### src/inc/umlsc_pkg.sv
// Summary of operation
// RULE1: divisor-access bit maps divisor registers over data
// RULE2: control bit 0 drives terminal-ready low
// RULE3: control bit 1 drives request-to-send unless owned
// RULE4: offsets 6/7 page to threshold/trigger when enabled
// RULE5: loopback ring-indicator comes from control bit 2
// RULE6: control bit 3 drives internal spare output low
// RULE7: control bit 4 enables internal loopback
// RULE8: xon-any resumes transmit on any received character
// RULE9: control bits 7:5 writable only with enhanced bit
// RULE10: control bit 6 enables infrared mode
// RULE11: control bit 7 divides clock by four
// RULE12: line bit 0 shows received data waiting
// RULE13: full receive fifo sets overrun, drops character
// RULE14: parity flag follows the head character
// RULE15: framing flag follows the head character
// RULE16: break flagged, only one break char stored
// RULE17: holding-empty flag tracks holding register or fifo
// RULE18: idle flag needs holding and shift empty
// RULE19: fifo error flag while any errored byte remains
// RULE20: change flags for cts, set-ready, carrier detect
// RULE21: ring change flag only at end of ringing
// RULE22: auto clear-to-send high pauses transmit
// RULE23: state bit 4 is inverted cts or rts bit
// RULE24: state bits 5,6 inverted inputs or loopback bits
// RULE25: state bit 7 inverted carrier or control bit 3
// RULE26: reading modem state clears change flags
// RULE27: loopback disconnects outputs, routes them internally
package umlsc_pkg;
    // register indices; byte address is four times the index
    localparam logic [3:0] IDX_DATA = 4'h0;
    localparam logic [3:0] IDX_DIVH = 4'h1;
    localparam logic [3:0] IDX_LFMT = 4'h3;
    localparam logic [3:0] IDX_MCTL = 4'h4;
    localparam logic [3:0] IDX_LST  = 4'h5;
    localparam logic [3:0] IDX_MST  = 4'h6;
    localparam logic [3:0] IDX_SCR  = 4'h7;
    localparam logic [3:0] IDX_ENH  = 4'h8;

    localparam int LF_DIV     = 7;
    localparam int MC_TRDY    = 0;
    localparam int MC_RTS     = 1;
    localparam int MC_SPARE1  = 2;
    localparam int MC_SPARE2  = 3;
    localparam int MC_LOOP    = 4;
    localparam int MC_XANY    = 5;
    localparam int MC_IR      = 6;
    localparam int MC_PRESC   = 7;
    localparam int EN_ENH     = 4;
    localparam int EN_ARTS    = 6;
    localparam int EN_ACTS    = 7;
    localparam int IE_MODEM   = 3;

    localparam logic [7:0] LFMT_RST  = 8'h1D;
    localparam logic [7:0] SCR_RST   = 8'hFF;
    localparam logic [7:0] ZERO_RST  = 8'h00;
    localparam logic [7:0] MC_LOCKED = 8'hE0;
    localparam logic [1:0] PRESC_MAX = 2'h3;

    typedef enum logic [1:0]
    {
        UMLSC_IDLE = 2'b01,
        UMLSC_ACK  = 2'b10
    } umlsc_bus_e;
endpackage : umlsc_pkg

### src/hw/umlsc_modem_mon.sv
`timescale 1ns/1ns
module umlsc_modem_mon
(
    input  wire logic       clk,
    input  wire logic       arst_n,
    input  wire logic [3:0] state_in,
    input  wire logic       clear,
    output logic      [3:0] state_q,
    output logic      [3:0] delta_q
);
    import umlsc_pkg::*;

    // order: cts, set-ready, ring, carrier (active high)
    wire [3:0] set_ev;

    assign set_ev[0] = state_in[0] ^ state_q[0];   // RULE20
    assign set_ev[1] = state_in[1] ^ state_q[1];   // RULE20
    assign set_ev[2] = state_q[2] & ~state_in[2];  // RULE21
    assign set_ev[3] = state_in[3] ^ state_q[3];   // RULE20

    always_ff @(posedge clk or negedge arst_n)
    begin
        if (!arst_n)
        begin
            state_q <= 4'h0;
            delta_q <= 4'h0;
        end
        else
        begin
            state_q <= state_in;
            // a change in the clearing cycle is kept
            delta_q <= (delta_q & ~{4{clear}}) | set_ev; // RULE26
        end
    end
endmodule : umlsc_modem_mon

### src/hw/umlsc_prescale.sv
`timescale 1ns/1ns
module umlsc_prescale
(
    input  wire logic clk,
    input  wire logic arst_n,
    input  wire logic div4,
    output logic      tick_q
);
    import umlsc_pkg::*;

    logic [1:0] cnt_q;
    wire        wrap = (cnt_q == PRESC_MAX);

    always_ff @(posedge clk or negedge arst_n)
    begin
        if (!arst_n)
        begin
            cnt_q  <= 2'h0;
            tick_q <= 1'b0;
        end
        else
        begin
            cnt_q  <= div4 ? cnt_q + 2'h1 : 2'h0; // RULE11
            tick_q <= div4 ? wrap : 1'b1;         // RULE11
        end
    end
endmodule : umlsc_prescale

### src/hw/umlsc_top.sv
// The implementer's own choice: the Avalon-MM register port.
`timescale 1ns/1ns
module umlsc_top
(
    input  wire logic        clk,
    input  wire logic        arst_n,
    // avalon-mm slave, byte address
    input  wire logic [5:0]  address,
    input  wire logic [3:0]  byteenable,
    input  wire logic        read,
    input  wire logic        write,
    input  wire logic [31:0] writedata,
    output logic      [31:0] readdata,
    output logic             waitrequest,
    // modem pins
    input  wire logic        cts_in_n,
    input  wire logic        set_ready_in_n,
    input  wire logic        bell_indicator_in_n,
    input  wire logic        carrier_detect_in_n,
    output logic             term_ready_out_n,
    output logic             req_send_out_n,
    // request-to-send owners outside this block
    input  wire logic        auto_rts_n,
    input  wire logic        half_duplex_en,
    input  wire logic        half_duplex_n,
    // receiver side
    input  wire logic        fifo_mode,
    input  wire logic        rx_char_valid,
    input  wire logic [7:0]  rx_char_data,
    input  wire logic        rx_char_parity_err,
    input  wire logic        rx_char_frame_err,
    input  wire logic        rx_char_break,
    input  wire logic        rx_char_xonoff,
    input  wire logic        sw_flow_active,
    input  wire logic        rx_fifo_full,
    input  wire logic        rx_fifo_nonempty,
    input  wire logic [7:0]  rx_head_data,
    input  wire logic        rx_head_parity_err,
    input  wire logic        rx_head_frame_err,
    input  wire logic        rx_head_break,
    output logic             rx_push,
    output logic      [7:0]  rx_push_data,
    output logic      [2:0]  rx_push_err,
    output logic             rx_pop,
    // transmitter side
    input  wire logic        tx_fifo_empty,
    input  wire logic        tx_xfer,
    input  wire logic        tx_shift_busy,
    output logic             tx_load,
    output logic      [7:0]  tx_load_data,
    output logic             tx_halt,
    output logic             xon_any_resume,
    // configuration to neighbouring blocks
    output logic      [7:0]  line_format,
    output logic      [15:0] divisor,
    output logic      [7:0]  flow_threshold,
    output logic      [7:0]  fifo_trigger,
    output logic             ir_mode,
    output logic             loopback,
    output logic             baud_tick,
    output logic             modem_irq_req
);
    import umlsc_pkg::*;

    ////////////////////////////////////////////////////////////////////
    // registers

    umlsc_bus_e  bus_q;
    logic [7:0]  lfmt_q;
    logic [7:0]  mctl_q;
    logic [7:0]  enh_q;
    logic [7:0]  irqen_q;
    logic [7:0]  div_lo_q;
    logic [7:0]  div_hi_q;
    logic [7:0]  scr_q;
    logic [7:0]  thr_q;
    logic [7:0]  trig_q;
    logic        overrun_q;
    logic        thre_q;
    logic        brk_hold_q;
    logic [6:0]  err_cnt_q;
    logic [31:0] rdata_q;
    logic        wait_q;
    logic        push_q;
    logic [7:0]  push_data_q;
    logic [2:0]  push_err_q;
    logic        pop_q;
    logic        load_q;
    logic [7:0]  load_data_q;
    logic        halt_q;
    logic        resume_q;
    logic        trdy_n_q;
    logic        rts_n_q;
    logic        irq_q;
    logic [3:0]  mstate;
    logic [3:0]  mdelta;
    logic        tick;

    ////////////////////////////////////////////////////////////////////
    // decode

    // upper page at 6/7 needs both the enhanced bit and control bit 2
    function automatic logic upper_page(input logic [7:0] enh,
                                        input logic [7:0] mctl);
        upper_page = enh[EN_ENH] & mctl[MC_SPARE1];
    endfunction : upper_page

    wire [3:0] idx      = address[5:2];
    wire       in_range = (address[1:0] == 2'b00);
    wire       acc      = bus_q == UMLSC_ACK;
    wire       wr_acc   = acc & write & byteenable[0] & in_range;
    wire       rd_acc   = acc & read & in_range;
    wire [7:0] wd       = writedata[7:0];
    wire       div_sel  = lfmt_q[LF_DIV];                  // RULE1
    wire       page_up  = upper_page(enh_q, mctl_q);       // RULE4
    wire       lb       = mctl_q[MC_LOOP];                 // RULE7

    wire wr_data  = wr_acc & (idx == IDX_DATA) & ~div_sel; // RULE1
    wire wr_dlo   = wr_acc & (idx == IDX_DATA) & div_sel;  // RULE1
    wire wr_dhi   = wr_acc & (idx == IDX_DIVH) & div_sel;  // RULE1
    wire wr_ien   = wr_acc & (idx == IDX_DIVH) & ~div_sel;
    wire wr_lfmt  = wr_acc & (idx == IDX_LFMT);
    wire wr_mctl  = wr_acc & (idx == IDX_MCTL);
    wire wr_enh   = wr_acc & (idx == IDX_ENH);
    wire wr_thr   = wr_acc & (idx == IDX_MST) & page_up;   // RULE4
    wire wr_scr   = wr_acc & (idx == IDX_SCR) & ~page_up;  // RULE4
    wire wr_trig  = wr_acc & (idx == IDX_SCR) & page_up;   // RULE4
    wire rd_data  = rd_acc & (idx == IDX_DATA) & ~div_sel;
    wire rd_lst   = rd_acc & (idx == IDX_LST);
    wire rd_mst   = rd_acc & (idx == IDX_MST) & ~page_up;  // RULE26

    // bits 7:5 keep their value without the enhanced bit
    wire [7:0] mctl_keep = enh_q[EN_ENH] ? 8'h00 : MC_LOCKED;
    wire [7:0] mctl_d    = (wd & ~mctl_keep) | (mctl_q & mctl_keep); // RULE9

    ////////////////////////////////////////////////////////////////////
    // modem lines

    // loopback feeds control bits back as active-high states
    wire [3:0] pin_state = {~carrier_detect_in_n, ~bell_indicator_in_n,
                            ~set_ready_in_n, ~cts_in_n};
    wire [3:0] lb_state  = {mctl_q[MC_SPARE2], mctl_q[MC_SPARE1],
                            mctl_q[MC_TRDY], mctl_q[MC_RTS]}; // RULE5
    wire [3:0] mon_in    = lb ? lb_state : pin_state;     // RULE27

    umlsc_modem_mon u_mon
    (
        .clk      (clk),
        .arst_n   (arst_n),
        .state_in (mon_in),
        .clear    (rd_mst),
        .state_q  (mstate),
        .delta_q  (mdelta)
    );

    umlsc_prescale u_presc
    (
        .clk    (clk),
        .arst_n (arst_n),
        .div4   (mctl_q[MC_PRESC]),
        .tick_q (tick)
    );

    // spare outputs have no pin; they only reach the loopback path
    wire spare_one_n = ~mctl_q[MC_SPARE1]; // RULE6
    wire spare_two_n = ~mctl_q[MC_SPARE2]; // RULE6

    // pins park inactive (high) while looped back
    wire trdy_n_d = lb | ~mctl_q[MC_TRDY];                  // RULE2
    wire rts_own  = half_duplex_en ? half_duplex_n : auto_rts_n;
    wire rts_man  = ~mctl_q[MC_RTS];
    wire rts_ext  = half_duplex_en | enh_q[EN_ARTS];
    wire rts_n_d  = lb | (rts_ext ? rts_own : rts_man);     // RULE3

    // halt only gates the next start; the core finishes its frame
    wire halt_d   = enh_q[EN_ACTS] & ~mstate[0];            // RULE22

    ////////////////////////////////////////////////////////////////////
    // receive line status

    wire char_err  = rx_char_parity_err | rx_char_frame_err | rx_char_break;
    wire ovr_ev    = rx_char_valid & rx_fifo_full;          // RULE13
    wire dup_brk   = rx_char_break & brk_hold_q;            // RULE16
    wire flow_char = rx_char_xonoff & sw_flow_active & mctl_q[MC_XANY];
    wire push_d    = rx_char_valid & ~rx_fifo_full & ~dup_brk
                     & ~flow_char;                          // RULE8
    wire head_err  = rx_head_parity_err | rx_head_frame_err | rx_head_break;
    wire err_inc   = push_d & char_err;
    wire err_dec   = pop_q & head_err & (err_cnt_q != 7'h00);
    wire resume_d  = rx_char_valid & mctl_q[MC_XANY];       // RULE8

    wire thre_now  = fifo_mode ? tx_fifo_empty : thre_q;    // RULE17

    wire [7:0] lst;
    assign lst[0] = rx_fifo_nonempty;                       // RULE12
    assign lst[1] = overrun_q;                              // RULE13
    assign lst[2] = rx_fifo_nonempty & rx_head_parity_err;  // RULE14
    assign lst[3] = rx_fifo_nonempty & rx_head_frame_err;   // RULE15
    assign lst[4] = rx_fifo_nonempty & rx_head_break;       // RULE16
    assign lst[5] = thre_now;                               // RULE17
    assign lst[6] = thre_now & ~tx_shift_busy;              // RULE18
    assign lst[7] = err_cnt_q != 7'h00;                     // RULE19

    // bits 7:4 state, 3:0 change flags
    wire [7:0] mst = {mstate, mdelta};                      // RULE23 RULE25

    ////////////////////////////////////////////////////////////////////
    // read mux

    wire [7:0] rd_byte =
        (idx == IDX_DATA) ? (div_sel ? div_lo_q : rx_head_data) :
        (idx == IDX_DIVH) ? (div_sel ? div_hi_q : irqen_q) :
        (idx == IDX_LFMT) ? lfmt_q :
        (idx == IDX_MCTL) ? mctl_q :
        (idx == IDX_LST)  ? lst :
        (idx == IDX_MST)  ? (page_up ? thr_q : mst) :       // RULE24
        (idx == IDX_SCR)  ? (page_up ? trig_q : scr_q) :
        (idx == IDX_ENH)  ? enh_q : 8'h00;
    wire [31:0] rd_word = in_range ? {24'h00_0000, rd_byte} : 32'h0000_0000;

    ////////////////////////////////////////////////////////////////////
    // bus handshake: one wait cycle, accept on the second edge

    always_ff @(posedge clk or negedge arst_n)
    begin
        if (!arst_n)
        begin
            bus_q   <= UMLSC_IDLE;
            wait_q  <= 1'b1;
            rdata_q <= 32'h0000_0000;
        end
        else
        begin
            case (bus_q)
                UMLSC_IDLE:
                begin
                    if (read | write)
                    begin
                        bus_q   <= UMLSC_ACK;
                        wait_q  <= 1'b0;
                        rdata_q <= read ? rd_word : 32'h0000_0000;
                    end
                end
                UMLSC_ACK:
                begin
                    bus_q  <= UMLSC_IDLE;
                    wait_q <= 1'b1;
                end
                default:
                begin
                    bus_q  <= UMLSC_IDLE;
                    wait_q <= 1'b1;
                end
            endcase
        end
    end

    ////////////////////////////////////////////////////////////////////
    // software registers

    always_ff @(posedge clk or negedge arst_n)
    begin
        if (!arst_n)
        begin
            lfmt_q   <= LFMT_RST;
            mctl_q   <= ZERO_RST;
            enh_q    <= ZERO_RST;
            irqen_q  <= ZERO_RST;
            div_lo_q <= ZERO_RST;
            div_hi_q <= ZERO_RST;
            scr_q    <= SCR_RST;
            thr_q    <= ZERO_RST;
            trig_q   <= ZERO_RST;
        end
        else
        begin
            if (wr_lfmt) lfmt_q <= wd;
            if (wr_mctl) mctl_q <= mctl_d;                  // RULE9
            if (wr_enh) enh_q <= wd;
            if (wr_ien) irqen_q <= wd;
            if (wr_dlo) div_lo_q <= wd;
            if (wr_dhi) div_hi_q <= wd;
            if (wr_scr) scr_q <= wd;
            if (wr_thr) thr_q <= wd;
            if (wr_trig) trig_q <= wd;
        end
    end

    ////////////////////////////////////////////////////////////////////
    // status flags and datapath strobes

    always_ff @(posedge clk or negedge arst_n)
    begin
        if (!arst_n)
        begin
            overrun_q  <= 1'b0;
            thre_q     <= 1'b1;
            brk_hold_q <= 1'b0;
            err_cnt_q  <= 7'h00;
        end
        else
        begin
            // hardware set beats a read clear in the same cycle
            overrun_q <= (overrun_q & ~rd_lst) | ovr_ev;    // RULE13
            thre_q    <= (thre_q & ~wr_data) | tx_xfer;     // RULE17
            if (rx_char_valid)
                brk_hold_q <= rx_char_break;                // RULE16
            err_cnt_q <= err_cnt_q + {6'h00, err_inc}
                         - {6'h00, err_dec};                // RULE19
        end
    end

    always_ff @(posedge clk or negedge arst_n)
    begin
        if (!arst_n)
        begin
            push_q      <= 1'b0;
            push_data_q <= 8'h00;
            push_err_q  <= 3'h0;
            pop_q       <= 1'b0;
            load_q      <= 1'b0;
            load_data_q <= 8'h00;
            halt_q      <= 1'b0;
            resume_q    <= 1'b0;
            trdy_n_q    <= 1'b1;
            rts_n_q     <= 1'b1;
            irq_q       <= 1'b0;
        end
        else
        begin
            push_q      <= push_d;
            push_data_q <= rx_char_data;
            push_err_q  <= {rx_char_break, rx_char_frame_err,
                            rx_char_parity_err};
            pop_q       <= rd_data;
            load_q      <= wr_data;
            load_data_q <= wr_data ? wd : load_data_q;
            halt_q      <= halt_d;                          // RULE22
            resume_q    <= resume_d;                        // RULE8
            trdy_n_q    <= trdy_n_d;                        // RULE2
            rts_n_q     <= rts_n_d;                         // RULE3
            irq_q       <= irqen_q[IE_MODEM] & (|mdelta);   // RULE20
        end
    end

    ////////////////////////////////////////////////////////////////////
    // outputs

    assign readdata       = rdata_q;
    assign waitrequest    = wait_q;
    assign term_ready_out_n = trdy_n_q;
    assign req_send_out_n = rts_n_q;
    assign rx_push        = push_q;
    assign rx_push_data   = push_data_q;
    assign rx_push_err    = push_err_q;
    assign rx_pop         = pop_q;
    assign tx_load        = load_q;
    assign tx_load_data   = load_data_q;
    assign tx_halt        = halt_q;
    assign xon_any_resume = resume_q;
    assign line_format    = lfmt_q;
    assign divisor        = {div_hi_q, div_lo_q};
    assign flow_threshold = thr_q;
    assign fifo_trigger   = trig_q;
    assign ir_mode        = mctl_q[MC_IR];                  // RULE10
    assign loopback       = mctl_q[MC_LOOP];                // RULE7
    assign baud_tick      = tick;                           // RULE11
    assign modem_irq_req  = irq_q;

    // spare outputs are visible in the modem state during loopback
    wire unused_ok = spare_one_n & spare_two_n;
endmodule : umlsc_top

### config.mk
export PLATFORM = sky130hd
export DESIGN_NAME = umlsc_top
export DESIGN_NICKNAME = d
export VERILOG_FILES = /design/src/inc/umlsc_pkg.sv /design/src/hw/umlsc_modem_mon.sv /design/src/hw/umlsc_prescale.sv /design/src/hw/umlsc_top.sv
export SDC_FILE = /design/constraint.sdc
export NUM_CORES = 1
export LEC_CHECK = 0
export ABC_CLOCK_PERIOD_IN_PS = 3300
export BUFFER_PORTS_ARGS = -buffer_cell sky130_fd_sc_hd__buf_2
export CORE_AREA = 2 2 114 116
export DETAILED_ROUTE_END_ITERATION = 12
export DIE_AREA = 0 0 116 118
export HOLD_SLACK_MARGIN = 0.08
export PLACE_DENSITY = 0.79
export RECOVER_POWER = 25
export SYNTH_ARGS = -nofsm -noshare
export SYNTH_HDL_FRONTEND = slang
export SYNTH_HIERARCHICAL = 1
export SYNTH_SLANG_ARGS = --single-unit
### constraint.sdc
create_clock -name clk -period 3.3 [get_ports clk]
set_clock_uncertainty 0.15 [all_clocks]
set_input_delay 0.165 -clock clk [delete_from_list [all_inputs] [get_ports clk]]
set_output_delay 0.165 -clock clk [all_outputs]
set_load 0.005 [all_outputs]
Word-level counts from Yosys, hierarchy flattened
Index checks and enable logic that the tools add are counted.

word-level totals
  bits in registers = 155
  input port bits = 84
  output and inout port bits = 103
  word-level logic and storage cells = 156

operators by class
  add/sub/neg operators = 3
  equal/unequal tests = 11
  muxes and demuxes = 25
  bitwise operators = 81
  reductions and logical operators = 5

operators by type and width
  kind                                                                   number
  8-bit 2-to-1 mux                                                       15
  1-bit bitwise AND                                                      45
  8-bit bitwise AND                                                      2
  4-bit by 3-bit equality test with 1-bit output, second input constant  4
  1-bit inverter                                                         16
  1-bit OR                                                               10
  8-bit inverter                                                         1
  8-bit OR                                                               1
  7-bit by 1-bit adder with 7-bit output                                 1
  7-bit nonzero test                                                     1
  7-bit by 1-bit subtractor with 7-bit output                            1
  1-bit 2-to-1 mux                                                       6
  2-bit 2-to-1 mux                                                       3
  4-bit bitwise AND                                                      1
  2-bit equality test, second input constant                             2
  4-bit by 1-bit equality test with 1-bit output, second input constant  1
  4-bit by 2-bit equality test with 1-bit output, second input constant  1
  4-bit equality test, second input constant                             1
  4-bit zero test                                                        1
  4-bit 2-to-1 mux                                                       1
  4-bit inverter                                                         1
  4-bit OR                                                               1
  4-bit OR reduction                                                     1
  1-bit bitwise XOR                                                      3
  other kinds (5)                                                        5

Depth between registers and ports, before layout
  depth after elaboration = 11
  depth in mapped cells = 13
  depth with buffers taken out = 13

Hierarchy
Netlist, hierarchy kept.

by module, submodules not included
  module           instances  cells an instance  area each (um^2)  sequential area each (um^2)
  umlsc_top        1          507                6002.0            2997.9
  umlsc_modem_mon  1          20                 266.5             200.2
  umlsc_prescale   1          7                  113.9             75.1

Least setup slack after synthesis
Ideal clock, no wire load.

  path kind = register to register
  from = register brk_hold_q
  to = register err_cnt_q[6]
  setup time = 125 ps
  arrival = 2209 ps
  data required time = 3025 ps
  setup slack = 816 ps
  cell stages (with the launch flop) = 14
  path buffers = 0
  clock period less this slack = 2484 ps
  cells stage by stage = dfrtp_1 > nand2_1 > nand3b_1 > a31oi_1 > o31ai_1 > ha_1 > inv_1 > ha_1 > fa_1 > a21oi_1 > o21bai_1 > a21oi_1 > o21bai_1 > xnor2_1

on the way
  longest elaborated chain between the ends = 7

ends and longest elaborated chain
  what                                         line              text
  from (decl)                                  umlsc_top.sv:80   logic brk_hold_q;
  from (signal assigned)                       umlsc_top.sv:307  brk_hold_q <= rx_char_break;
  1-bit bitwise AND                            umlsc_top.sv:183  wire dup_brk = rx_char_break & brk_hold_q;
  1-bit inverter                               umlsc_top.sv:185  wire push_d = rx_char_valid & ~rx_fifo_full & ~dup_brk
  1-bit bitwise AND                            umlsc_top.sv:185
  1-bit bitwise AND                            umlsc_top.sv:186  & ~flow_char;
  net push_d                                   umlsc_top.sv:185
  1-bit bitwise AND                            umlsc_top.sv:188  wire err_inc = push_d & char_err;
  7-bit by 1-bit adder with 7-bit output       umlsc_top.sv:308  err_cnt_q <= err_cnt_q + {6'h00, err_inc}
  7-bit by 1-bit subtractor with 7-bit output  umlsc_top.sv:309  - {6'h00, err_dec};
  to (signal assigned)                         umlsc_top.sv:308
  to (decl)                                    umlsc_top.sv:81   logic [6:0] err_cnt_q;

The timed path passes the listed nets, and every way through them passes these cells.
A chain may end at the register's enable or synchronous reset.

Final worst setup path
  from = input rx_char_break
  to = register err_cnt_q[6]

on the way
  longest elaborated chain between the ends = 7
  elaborated cells on any way between the ends = 8
  those cells by class = 2 x add/sub; 6 x bitwise

ends and longest elaborated chain
  what                                         line              text
  from (decl)                                  umlsc_top.sv:32   input wire logic rx_char_break,
  1-bit bitwise AND                            umlsc_top.sv:183
  1-bit inverter                               umlsc_top.sv:185
  1-bit bitwise AND                            umlsc_top.sv:185
  1-bit bitwise AND                            umlsc_top.sv:186
  net push_d                                   umlsc_top.sv:185
  1-bit bitwise AND                            umlsc_top.sv:188
  7-bit by 1-bit adder with 7-bit output       umlsc_top.sv:308
  7-bit by 1-bit subtractor with 7-bit output  umlsc_top.sv:309

The timed path passes the listed nets, and every way through them passes these cells.

==> reports/metrics.yaml <==
core_area_um2: 12410
synth-compound-area-share: 0.1121
cts_tree: "yes"
finalHoldViolCount: 0
clkTransAtPathRegs_ns: 0.06
cts-root-buf: "clkbuf_16"
finalInstanceArea_um2: 8028
worst_slew_pin_slew_ns: 1.563
cp-end-kind: "register"
grt.busiest_layer: "met2"
yosysMostFrequentCell: "dfrtp_1"
finalSetupViolations: 0
fillerInstances: 940
tns_ns: 0
grt.overflow.total: 0
ant_nets: 0
synth_cell_types: 63
min_path_type: "input port to register"
rsz0062_at_grt: "false"
grt_pass1_vias: 5000
met1_usage: 0.3418
drt_pass1_iterations: 5
p_per_area_nw_per_um2: 552.4
drc_errors: 0
synth_mux_area_frac: 0.1837
synth_xor_xnor_area_share: 0.01235
start_util: 0.5141
drt_iter0_drc: 488
synthTopCellsByCount: "114 x dfrtp_1, 77 x mux2_2, 28 x o21ai_0"
syn_inst: 534
wl_per_cell_um: 19.78
reg2reg_to: "err_cnt_q[6]"
holdPathEnd: "scr_q[5]"
use_met2: 0.4342
clock_sinks: 130
viasPerCell: 5.700
grt_pass1_wl_mm: 26.88
yosysSeqAreaShare: 0.5128
worstReg2RegStart: "brk_hold_q"
die_w_um: 116
syn_avg_cell_area_um2: 11.95
yosysWarnings: 6
maxCapViolCount: 1
ios: 187
min_period_over_period: 0.8512
cts_setup_buffers: 0
place_area_um2: 7087
grt_usage: 0.2628
cts_buffer_depth: 2
synth-async-reset-ratio: 1.000
hpwlAfterDp_mm: 11.85
period_needed_ns: 2.809
layout.nets: 790
gp_congestion: 0.9208
slew_headroom: -0.04232
violations: "capacitance limit, slew limit"
min_path_cells: 2
syn_area_um2: 6382
crit_type: "input port to register"
numCtsBuffers: 17
n_antenna_cell: 0
ir_worst_vdd_v: 0.0003750
cts_htree_levels: 4
synth_top_family_by_area: "multiplexers"
leakage_nw: 4.095
synth-main-ff-cell: "dfrtp_1"
dieArea_um2: 13690
grt_start_max_net_pins: 71
holdCritStartpoint: "writedata[5]"
postCtsHoldBufs: 34
synth_edf_count: 0
grt_util_met3: 0.05613
syn2layout_area_growth_pct: 25.78
cts_resized: 0
fmax_mhz: 356.0
outcome: "finished, violations left"
die_h_um: 118
antenna_found_initial: 0
rrSetupSlack_ns: 0.54
ys_ff_latch: 130
slew_violations: 61
port_buffers: 135
yosys.area_share.adder: 0.02274
yosysTopAreaCell: "dfrtp_1"
arrival_ns: 2.97
vias: 5016
required_ns: 3.46
yosys.area_share.simple: 0.09116
synth_top_area_share: 0.4470
cp_max_fo: 4
routed_wl_mm: 17.40
rows: 41
clkLatencyLatePin_ns: 0.43
critPathLaunchType: "input port"
synthTopCellsByArea: "dfrtp_1 45%, mux2_2 14%, dfstp_2 6.6%"
r2r_cells: 13
drive_gt1_frac: 0.3884
-- cell type report --
type | count | area [um^2] | area share
flip-flops and latches | 130 | 3273 | 0.4077
multi-input cells | 349 | 2779 | 0.3462
repair buffers | 174 | 1060 | 0.1320
clock buffers | 20 | 456.7 | 0.05689
well taps | 172 | 215.2 | 0.02681
clock inverters | 12 | 157.7 | 0.01964
inverters | 23 | 86.33 | 0.01075
-- kinds of logic after synthesis --
| logic type | count (synthesis) |
|---|---|
| buffers and inverters | 78 |
| AOI/OAI and AO/OA | 110 |
| other | 1 |
| DFF | 130 |
| adders and majority gates | 11 |
| and+or+nand+nor | 90 |
| muxes | 105 |
| xor gates and xnor gates | 9 |
-- state kept, by name, summed over array words and instances, names as in the netlist, 5 cells and up, named ones only --
register / count
scr_q: 8
tx_load_data: 8
readdata: 8
div_hi_q: 8
div_lo_q: 8
enh_q: 8
mctl_q: 5
irqen_q: 8
flow_threshold: 8
rx_push_data: 8
line_format: 8
err_cnt_q: 7
fifo_trigger: 8
-- layout by cell type, fill, tap and decap left out, types with 3 or more instances in the layout --
cell type      synthesis  layout
a211oi_1               8       8
a21oi_1               17      17
a221oi_1               3       3
a22oi_1                7       7
a31oi_1                5       5
and3_1                 9       9
buf_2                 11     129
buf_4                 24       4
bufinv_16              0       3
clkbuf_1              10       6
clkbuf_16              0      17
clkinv_4               0       4
clkinvlp_4             0       3
conb_1                 1      24
dfrtp_1              114     114
dfstp_2               16      16
dlygate4sd3_1          0      34
ha_1                  10      10
inv_1                 23      23
mux2_2                77      77
mux2i_1               26      26
nand2_1               23      23
nand2b_1               4       4
nand3_1                9       9
nor2_1                10      10
nor2b_1                6       6
nor3_1                 3       3
o2111ai_1              4       4
o21ai_0               28      28
o21ai_1                4       4
o21bai_1               6       6
o22ai_1                9       9
o311ai_0               4       4
o31ai_1                3       3
xnor2_1                4       4
xor2_1                 5       5
-- per-stage QoR --
step / hold slack [ns] / cells / utilization / setup slack, ns / power (W)
6_report: 0.1059 / 880 / 0.6466 / 0.4912 / 0.004434
5_1_grt: 0.08910 / 880 / 0.6466 / 0.2631 / 0.004615
4_1_cts: 0.08922 / 880 / 0.6478 / 0.5590 / 0.004447
3_5_place_dp: 0.1244 / 814 / 0.5709 / 0.5433 / 0.002495
3_3_place_gp: 0.1240 / 814 / 0.5709 / 0.6596 / 0.002445
2_1_floorplan: -0.2806 / 557 / - / 0.8159 / 0.002272
-- power breakdown --
group	internal, W	switching [W]
logic	0.000310	0.000415
clock network	0.00123	0.000697
registers	0.00171	0.0000713
total	0.00325	0.00118
-- critical path: stages --
cell and delay (ns):
dlygate4sd3_1 0.54, clkbuf_1 0.14, nand2_1 0.09, nand3b_1 0.07, a31oi_1 0.20, o31ai_1 0.12, ha_1 0.29, inv_1 0.04
ha_1 0.20, fa_1 0.43, a21oi_1 0.18, o21bai_1 0.11, a21oi_1 0.17, o21bai_1 0.10, xnor2_1 0.13
-- per-layer routing --
layer  wire length [um]  vias up
met5                  0        -
met4                354        0
met3               1283       32
met2               8690      261
met1               7075     2521
li1                   -     2202
-- worst max path at each step --
stage                             start  cells past startpoint  slack (ns)           end
after CTS                 rx_char_break                     15        0.56  err_cnt_q[6]
after global routing      rx_char_break                     15        0.26  err_cnt_q[6]
after floorplan              brk_hold_q                     13        0.82  err_cnt_q[6]
final                     rx_char_break                     15        0.49  err_cnt_q[6]
after global placement    rx_head_break                     12        0.66  err_cnt_q[6]
after detailed placement     brk_hold_q                     13        0.54  err_cnt_q[6]
(Power assumes the default switching activity.)
